**config.mk**
```make
export PLATFORM = sky130hd
export DESIGN_NAME = pcx_process_context
export DESIGN_NICKNAME = d
export VERILOG_FILES = /design/src/include/pcx_pkg.sv /design/src/include/pcx_ctx_if.sv /design/src/verilog/pcx_trap_eval.sv /design/src/verilog/pcx_flush_ctl.sv /design/src/verilog/pcx_process_context.sv
export SDC_FILE = /design/constraint.sdc
export NUM_CORES = 1
export LEC_CHECK = 0
export ABC_AREA = 1
export BUFFER_PORTS_ARGS = -buffer_cell sky130_fd_sc_hd__buf_2
export CAP_MARGIN = 20
export CORE_MARGIN = 2
export CORE_UTILIZATION = 45
export CTS_BUF_LIST = sky130_fd_sc_hd__clkbuf_2
export DETAILED_ROUTE_END_ITERATION = 7
export PLACE_DENSITY_LB_ADDON = 0.3
export SYNTH_ARGS = -nofsm -noshare
export SYNTH_HDL_FRONTEND = slang
export SYNTH_SLANG_ARGS = --single-unit
```
**constraint.sdc**
```tcl
create_clock -name core_clk -period 1.3 [get_ports core_clk]
set_input_delay 0.26 -clock core_clk [delete_from_list [all_inputs] [get_ports core_clk]]
set_output_delay 0.26 -clock core_clk [all_outputs]
set_load 0.05 [all_outputs]
```
**src/include/pcx_pkg.sv**
```systemverilog
package pcx_pkg;

    // ------------------------------------------------------------
    // internal register index decode
    // ------------------------------------------------------------
    localparam int          IDX_W          = 8;
    localparam int          IDX_SEL_HI     = 7;
    localparam int          IDX_SEL_LO     = 6;
    localparam logic [1:0]  IDX_SEL_CTX    = 2'h1;
    localparam int          IDX_FLD_ASN    = 0;
    localparam int          IDX_FLD_TEN    = 1;
    localparam int          IDX_FLD_TRQ    = 2;
    localparam int          IDX_FLD_PCE    = 3;
    localparam int          IDX_FLD_FPE    = 4;
    // pseudo register indices, values arbitrary within the other index space
    localparam logic [7:0]  IDX_ICACHE_FULL = 8'h10;
    localparam logic [7:0]  IDX_ICACHE_SEL  = 8'h11;
    localparam logic [7:0]  IDX_MAP_CLEAR   = 8'h12;
    localparam logic [7:0]  IDX_SLEEP       = 8'h13;

    // ------------------------------------------------------------
    // process context field layout
    // ------------------------------------------------------------
    localparam int          DATA_W     = 64;
    localparam int          ASN_HI     = 46;
    localparam int          ASN_LO     = 39;
    localparam int          TRQ_HI     = 12;
    localparam int          TRQ_LO     = 9;
    localparam int          TEN_HI     = 8;
    localparam int          TEN_LO     = 5;
    localparam int          FPE_BIT    = 2;
    localparam int          PCE_BIT    = 1;
    localparam logic        FPE_RESET  = 1'b1;
    localparam logic [7:0]  ASN_RESET  = 8'h00;
    localparam logic [3:0]  TRAP_RESET = 4'h0;
    localparam logic        PCE_RESET  = 1'b0;

    // mode encoding: kernel 0 .. user 3, index into the four-bit trap fields
    localparam int          MODE_W     = 2;
    localparam int          NUM_MODES  = 4;

    typedef enum {
        PCX_IDLE,
        PCX_FLUSH_PEND
    } pcx_flush_e;

endpackage : pcx_pkg

```
**src/include/pcx_ctx_if.sv**
```systemverilog
`timescale 1ns/1ps
// context fields shared between the register bank and trap evaluator
interface pcx_ctx_if;
    logic [3:0] trap_req;
    logic [3:0] trap_en;
    logic       global_en;
    logic [1:0] cur_mode;
    logic [3:0] pending;

    modport bank (output trap_req, output trap_en, output global_en,
                  output cur_mode, input pending);
    modport eval (input trap_req, input trap_en, input global_en,
                  input cur_mode, output pending);
endinterface : pcx_ctx_if

```
**src/verilog/pcx_trap_eval.sv**
```systemverilog
`timescale 1ns/1ps
module pcx_trap_eval
    import pcx_pkg::*;
(
    pcx_ctx_if.eval ctx
);

    // ------------------------------------------------------------
    // trap qualification
    // ------------------------------------------------------------
    // request, enable and global enable all set; current mode at or above
    always_comb begin
        for (int m = 0; m < NUM_MODES; m++) begin
            ctx.pending[m] = ctx.trap_req[m] & ctx.trap_en[m] & ctx.global_en
                           & (ctx.cur_mode >= MODE_W'(m));
        end
    end

endmodule : pcx_trap_eval

```
**src/verilog/pcx_flush_ctl.sv**
```systemverilog
`timescale 1ns/1ps
module pcx_flush_ctl
    import pcx_pkg::*;
(
    input  wire logic core_clk,
    input  wire logic arst_n,
    input  wire logic full_req,
    input  wire logic retire_point,
    output logic      flush_all
);

    pcx_flush_e state_reg;

    // ------------------------------------------------------------
    // deferred full flush
    // ------------------------------------------------------------
    // held until the next privileged return retires, so the flush
    // lands on a clean fetch boundary
    always_ff @(posedge core_clk or negedge arst_n) begin
        if (!arst_n) begin
            state_reg <= PCX_IDLE;
        end else begin
            unique case (state_reg)
                PCX_IDLE: begin
                    if (full_req && !retire_point) state_reg <= PCX_FLUSH_PEND;
                end
                PCX_FLUSH_PEND: begin
                    if (retire_point) state_reg <= PCX_IDLE;
                end
            endcase
        end
    end

    // a request and a retire in the same cycle flush at once
    always_ff @(posedge core_clk or negedge arst_n) begin
        if (!arst_n) begin
            flush_all <= 1'b0;
        end else begin
            flush_all <= retire_point && (full_req || state_reg == PCX_FLUSH_PEND);
        end
    end

endmodule : pcx_flush_ctl

```
**src/verilog/pcx_process_context.sv**
```systemverilog
`timescale 1ns/1ps
// Functional notes
// - full icache flush write invalidates all blocks at next return or stall retire; here only privileged_return retires it, there is no stall input.
// - selective flush invalidates only blocks whose address space match bit is clear.
// - rename map clear write resets architectural to physical register mapping.
// - sleep write lowers the pll rate and enters low power.
// - context register selected when index bits 7:6 equal binary 01.
// - index bits 4:0 pick which context fields a write updates.
// - a read returns all context fields together.
// - trap needs request bit, enable bit and global trap enable all set.
// - trap also needs current mode at or above the request's mode.
// - trap requests at bits 12:9, user 12 down to kernel 9.
// - trap enables at bits 8:5, user 8 down to kernel 5.
// - with float enable clear, float instructions fault instead of executing.
// - float enable is set to one at reset.
// - process counting enable gates counters zero and one per their own enables.
// - system counting enable also lets counters count, independent of process.
// - address space number at bits 46:39; listed ranges reserved.
module pcx_process_context
    import pcx_pkg::*;
(
    input  wire logic              core_clk,
    input  wire logic              arst_n,
    input  wire logic              privileged_reg_write,
    input  wire logic              privileged_reg_read,
    input  wire logic [IDX_W-1:0]  internal_reg_index,
    input  wire logic [DATA_W-1:0] write_data,
    output logic      [DATA_W-1:0] read_data,
    output logic                   read_hit,
    input  wire logic              privileged_return,
    input  wire logic              async_trap_global_enable,
    input  wire logic [MODE_W-1:0] processor_status,
    input  wire logic              float_instr_valid,
    output logic                   float_instr_issue,
    output logic                   float_disabled_fault,
    input  wire logic              system_counting_enable,
    input  wire logic              counter0_enable,
    input  wire logic              counter1_enable,
    output logic                   perf_counter_zero_count_en,
    output logic                   perf_counter_one_count_en,
    output logic [3:0]             async_trap_pending,
    output logic                   icache_flush_all,
    output logic                   icache_selective_invalidate,
    output logic                   rename_map_clear,
    output logic                   sleep_enter,
    output logic                   pll_slow
);

    // ------------------------------------------------------------
    // field storage
    // ------------------------------------------------------------
    logic [7:0] address_space_number_reg;
    logic [3:0] async_trap_enables_reg;
    logic [3:0] async_trap_requests_reg;
    logic       process_counting_enable_reg;
    logic       float_enable_reg;
    logic       ctx_sel;
    logic       full_req;

    pcx_ctx_if ctx ();

    // ------------------------------------------------------------
    // index decode
    // ------------------------------------------------------------
    function automatic logic is_pseudo(input logic [IDX_W-1:0] idx,
                                       input logic [IDX_W-1:0] code);
        return idx == code;
    endfunction : is_pseudo

    assign ctx_sel  = internal_reg_index[IDX_SEL_HI:IDX_SEL_LO] == IDX_SEL_CTX;
    assign full_req = privileged_reg_write && is_pseudo(internal_reg_index, IDX_ICACHE_FULL);

    // ------------------------------------------------------------
    // context field writes
    // ------------------------------------------------------------
    // each field has its own select bit; unselected fields hold
    always_ff @(posedge core_clk or negedge arst_n) begin
        if (!arst_n) begin
            address_space_number_reg <= ASN_RESET;
        end else if (privileged_reg_write && ctx_sel
                     && internal_reg_index[IDX_FLD_ASN]) begin
            address_space_number_reg <= write_data[ASN_HI:ASN_LO];
        end
    end

    always_ff @(posedge core_clk or negedge arst_n) begin
        if (!arst_n) begin
            async_trap_enables_reg <= TRAP_RESET;
        end else if (privileged_reg_write && ctx_sel
                     && internal_reg_index[IDX_FLD_TEN]) begin
            async_trap_enables_reg <= write_data[TEN_HI:TEN_LO];
        end
    end

    always_ff @(posedge core_clk or negedge arst_n) begin
        if (!arst_n) begin
            async_trap_requests_reg <= TRAP_RESET;
        end else if (privileged_reg_write && ctx_sel
                     && internal_reg_index[IDX_FLD_TRQ]) begin
            async_trap_requests_reg <= write_data[TRQ_HI:TRQ_LO];
        end
    end

    always_ff @(posedge core_clk or negedge arst_n) begin
        if (!arst_n) begin
            process_counting_enable_reg <= PCE_RESET;
        end else if (privileged_reg_write && ctx_sel
                     && internal_reg_index[IDX_FLD_PCE]) begin
            process_counting_enable_reg <= write_data[PCE_BIT];
        end
    end

    // float enable comes out of reset set
    always_ff @(posedge core_clk or negedge arst_n) begin
        if (!arst_n) begin
            float_enable_reg <= FPE_RESET;
        end else if (privileged_reg_write && ctx_sel
                     && internal_reg_index[IDX_FLD_FPE]) begin
            float_enable_reg <= write_data[FPE_BIT];
        end
        // unselected fields fall through and hold
    end

    // ------------------------------------------------------------
    // read path
    // ------------------------------------------------------------
    // registered; reserved bits stay zero, writes to them are dropped
    always_ff @(posedge core_clk or negedge arst_n) begin
        if (!arst_n) begin
            read_data <= '0;
            read_hit  <= 1'b0;
        end else begin
            read_hit  <= privileged_reg_read && ctx_sel;
            read_data <= '0;
            if (privileged_reg_read && ctx_sel) begin
                read_data[ASN_HI:ASN_LO] <= address_space_number_reg;
                read_data[TRQ_HI:TRQ_LO] <= async_trap_requests_reg;
                read_data[TEN_HI:TEN_LO] <= async_trap_enables_reg;
                read_data[FPE_BIT]       <= float_enable_reg;
                read_data[PCE_BIT]       <= process_counting_enable_reg;
            end
        end
    end

    // ------------------------------------------------------------
    // pseudo register strobes
    // ------------------------------------------------------------
    // one-cycle pulses; map clear relies on software draining first
    always_ff @(posedge core_clk or negedge arst_n) begin
        if (!arst_n) begin
            icache_selective_invalidate <= 1'b0;
            rename_map_clear            <= 1'b0;
            sleep_enter                 <= 1'b0;
        end else begin
            icache_selective_invalidate <= privileged_reg_write
                && is_pseudo(internal_reg_index, IDX_ICACHE_SEL);
            rename_map_clear            <= privileged_reg_write
                && is_pseudo(internal_reg_index, IDX_MAP_CLEAR);
            sleep_enter                 <= privileged_reg_write
                && is_pseudo(internal_reg_index, IDX_SLEEP);
        end
    end

    // pll stays slow until reset; wake sequencing lives elsewhere
    always_ff @(posedge core_clk or negedge arst_n) begin
        if (!arst_n) begin
            pll_slow <= 1'b0;
        end else if (privileged_reg_write && is_pseudo(internal_reg_index, IDX_SLEEP)) begin
            pll_slow <= 1'b1;
        end
    end

    // ------------------------------------------------------------
    // full flush deferral
    // ------------------------------------------------------------
    pcx_flush_ctl u_flush (
        .core_clk     (core_clk),
        .arst_n       (arst_n),
        .full_req     (full_req),
        .retire_point (privileged_return),
        .flush_all    (icache_flush_all)
    );

    // ------------------------------------------------------------
    // async trap evaluation
    // ------------------------------------------------------------
    assign ctx.trap_req  = async_trap_requests_reg;
    assign ctx.trap_en   = async_trap_enables_reg;
    assign ctx.global_en = async_trap_global_enable;
    assign ctx.cur_mode  = processor_status;

    pcx_trap_eval u_trap (
        .ctx (ctx.eval)
    );

    always_ff @(posedge core_clk or negedge arst_n) begin
        if (!arst_n) begin
            async_trap_pending <= '0;
        end else begin
            async_trap_pending <= ctx.pending;
        end
    end

    // ------------------------------------------------------------
    // float gating
    // ------------------------------------------------------------
    // combinational so a disabled op never reaches execution
    assign float_instr_issue    = float_instr_valid && float_enable_reg;
    assign float_disabled_fault = float_instr_valid && !float_enable_reg;

    // ------------------------------------------------------------
    // performance count enables
    // ------------------------------------------------------------
    always_ff @(posedge core_clk or negedge arst_n) begin
        if (!arst_n) begin
            perf_counter_zero_count_en <= 1'b0;
            perf_counter_one_count_en  <= 1'b0;
        end else begin
            perf_counter_zero_count_en <= counter0_enable
                && (process_counting_enable_reg || system_counting_enable);
            perf_counter_one_count_en  <= counter1_enable
                && (process_counting_enable_reg || system_counting_enable);
        end
    end

endmodule : pcx_process_context

```
==> metrics.log <==
INFO  metric outcome = complete, but fails checks
INFO  metric failing_checks = negative setup slack
INFO  metric pin_count = 162
INFO  metric setup-violations-final = 2
INFO  metric min_period_over_period = 1.17
INFO  metric detailedRoute.firstIterationViolations = 53
INFO  metric final_area = 2730 µm²
INFO  metric max-cap-violations = 0
INFO  metric synth_area = 2180 µm²
INFO  metric placement.setup.worst_slack = 0.0825 ns
INFO  metric num_rows = 25
INFO  metric worstHoldEndpoint = float_enable_reg
INFO  metric ctsRootBufferMaster = clkbuf_2
INFO  metric commonest_cells_after_routing_fill_and_taps_aside = 48 x dfrtp_1, 47 x nand2_1, 46 x conb_1, 37 x buf_2, 31 x buf_6
INFO  metric final_common_cell = dfrtp_1
INFO  metric clock-skew-final = 0.00579 ns
INFO  metric wl_met2 = 2.03 mm
INFO  metric cts_buffers = 5
INFO  metric post_synth_num_cell_types = 17
INFO  metric postSynthAreaPerCell = 9.18 µm²
INFO  metric layout_setup_ws = -0.226 ns
INFO  metric leakage = 1.57 nW
INFO  metric post_cts_clock_slew_at_the_launch_and_capture_registers_of_the_worst_setup_and_hold_paths = 0.23 ns
INFO  metric fp.coreArea = 4690 µm²
INFO  metric fp.dieArea = 5430 µm²
INFO  metric setup.worst_path.class = register to primary output
INFO  metric firstDrtPassIters = 4
INFO  metric regToRegEndpoint = read_data[2]
INFO  metric largest_register_ff_count = 18
INFO  metric drc_errors = 0
INFO  metric clock_insertion_delay_worst_skew = 0.41 ns
INFO  metric ys_seq_area_frac = 0.562
INFO  metric worst_case_register_to_register_setup_slack = 0.40 ns
INFO  metric synthToLayoutAreaGrowth = 24.9%
INFO  metric maxClockFrequency = 655 MHz
INFO  metric cts-root-to-sink-buffers = 2
INFO  metric critical_path.top_delay_family = flip-flops
INFO  metric yosys_register_bits = 49
INFO  metric n_antenna_cell = 0
INFO  metric ctsHtreeMaxLevel = 2
INFO  metric dp_hpwl = 2.86 mm
INFO  metric first_global_vias = 1,354
INFO  metric timing.critical_path.fanout_max = 3
INFO  metric slew_viol_final = 0
INFO  metric worstPathRequired = 1.04 ns
INFO  metric worst_hold_path.num_cells = 3
INFO  metric timing_hold_violations_final = 0
INFO  metric tritoncts = yes
INFO  metric placement.io_buffers = 69
INFO  metric power-per-cell-area = 1190 nW/µm²
INFO  metric post-route-min-period = 1.53 ns
INFO  metric antenna_left = 0
INFO  metric totalWireLength = 3.97 mm
INFO  metric worst_path_max_stage_delay = 0.61 ns
INFO  metric first_pass_grt_wire_length = 6.24 mm
INFO  metric clock_sinks = 49
INFO  metric vdd_drop_max = 0.000481 V
INFO  metric top_signal_layer_used = met4
INFO  metric rr_startpoint = float_enable_reg
INFO  metric met1Wirelength = 1.61 mm
INFO  metric initial_core_util = 0.466
INFO  metric timing.reg2reg.worst_path_depth = 3
INFO  metric timing.critical_path.arrival = 1.27 ns
INFO  metric grt_setup_unrepaired = yes
INFO  metric layout-drive-gt1-share = 0.272
INFO  metric via_count = 1,548
INFO  metric design.final.nets = 399
INFO  metric met3WireLength = 267 µm
INFO  metric total_power = 3.25 mW
INFO  metric crit_cells = 3
INFO  metric netlist_instances = 238
INFO  metric grt_antenna_before_repair = 0
INFO  metric worst_hold_path_type = input port to register
INFO  metric timing.critical_path.slowest_stage_cell = dfstp_2
INFO  metric timing.critical_path.from_type = register
INFO  metric route.detailed.wl_per_inst = 10.7 µm
INFO  metric largest_net_degree_at_the_start_of_global_routing = 50
INFO  metric min_from = write_data[2]
INFO  metric route.detailed.vias_per_inst = 4.18
INFO  metric gpl.final_weighted_congestion = 0.744
INFO  metric die_height = 73.7 µm
INFO  metric critical_path.n_buffers_inverters = 2
INFO  metric end_kind = primary output
INFO  metric track_usage = 0.153
INFO  metric placed_area = 2440 µm²
INFO  metric global_route.overflow_total = 0
INFO  metric crit_path_cells = nand2_2 -> inv_2 -> buf_8
INFO  metric synth-warning-count = 0
INFO  metric width_of_the_die = 73.7 µm
==> stage by stage <==
stage	utilization	hold slack, ns	TNS [ns]	instances
after CTS	0.562	0.00318	-0.463	369
after global routing	0.582	0.000318	-1.14	370
after floorplan	-	-0.0356	0	283
final	0.582	0.0377	-0.403	370
after global placement	0.520	0.264	0	358
after detailed placement	0.520	0.264	0	358
==> synthesized netlist by cell type <==
cell	n	area, µm²
nor3_1	4	20.0
clkbuf_1	1	3.75
conb_1	1	3.75
inv_1	31	116
a21oi_1	2	10.0
nor2_1	25	93.8
nor3_4	1	16.3
o21ai_0	1	5.00
nand3_2	1	10.0
buf_4	48	360
dfstp_2	1	26.3
nand3_1	21	105
dfrtp_1	48	1200
buf_2	2	10.0
o21a_1	2	15.0
nand2_1	48	180
o21bai_1	1	7.51
==> routing by layer <==
| layer | GRT usage | up-vias |
|---|---|---|
| met4 | 0.0485 | 0 |
| li1 | - | 777 |
| met3 | 0.0412 | 5 |
| met5 | 0 | - |
| met2 | 0.252 | 67 |
| met1 | 0.196 | 699 |
==> what timing repair did <==
action                                  in CTS  in global routing
buffers inserted                             1                  0
gates cloned                                 0                  0
pin swaps                                    0                  0
resized for setup                           44                 23
hold endpoints to repair                    49                  1
endpoints found under the setup margin      32                 32
hold buffers                                 2                  1
==> tightest hold or removal path: stages <==
cell and delay, ns:
buf_2 0.10, nand3_1 0.07, nand2_1 0.05
==> power by group <==
part | internal (mW) | switching, mW
Sequential | 1.67 | 0.0805
Clock | 0.139 | 0.473
Combinational | 0.227 | 0.658
==> layout make-up <==
class	count	area (µm²)
clock buffers	6	30.0
clock inverters	2	15.0
fillers	418	1960
inverters	31	116
multi-input cells	152	638
flip-flops and latches	49	1230
well taps	54	67.6
repair buffers	76	634
==> cell families (layout without fill, tap and decap cells) <==
kind of cell,after synthesis,in the layout,synth area share
flip-flops,49,49,0.562
buffers and inverters,82,115,0.225
AO/OA/AOI/OAI,6,6,0.0172
AND/OR/NAND/NOR,100,100,0.195
other,1,46,0.00172
==> worst max-delay path by stage <==
| stage | start | endpoint | slack (ns) |
|---|---|---|---|
| 2_1_floorplan | float_enable_reg | float_disabled_fault | 0.02 |
| 3_3_place_gp | privileged_reg_write | address_space_number_reg[7] | 0.11 |
| 3_5_place_dp | privileged_reg_write | address_space_number_reg[6] | 0.08 |
| 4_1_cts | float_enable_reg | float_instr_issue | -0.25 |
| 5_1_grt | float_enable_reg | float_instr_issue | -0.31 |
| 6_report | float_enable_reg | float_instr_issue | -0.23 |
(Power assumes the default switching activity.)
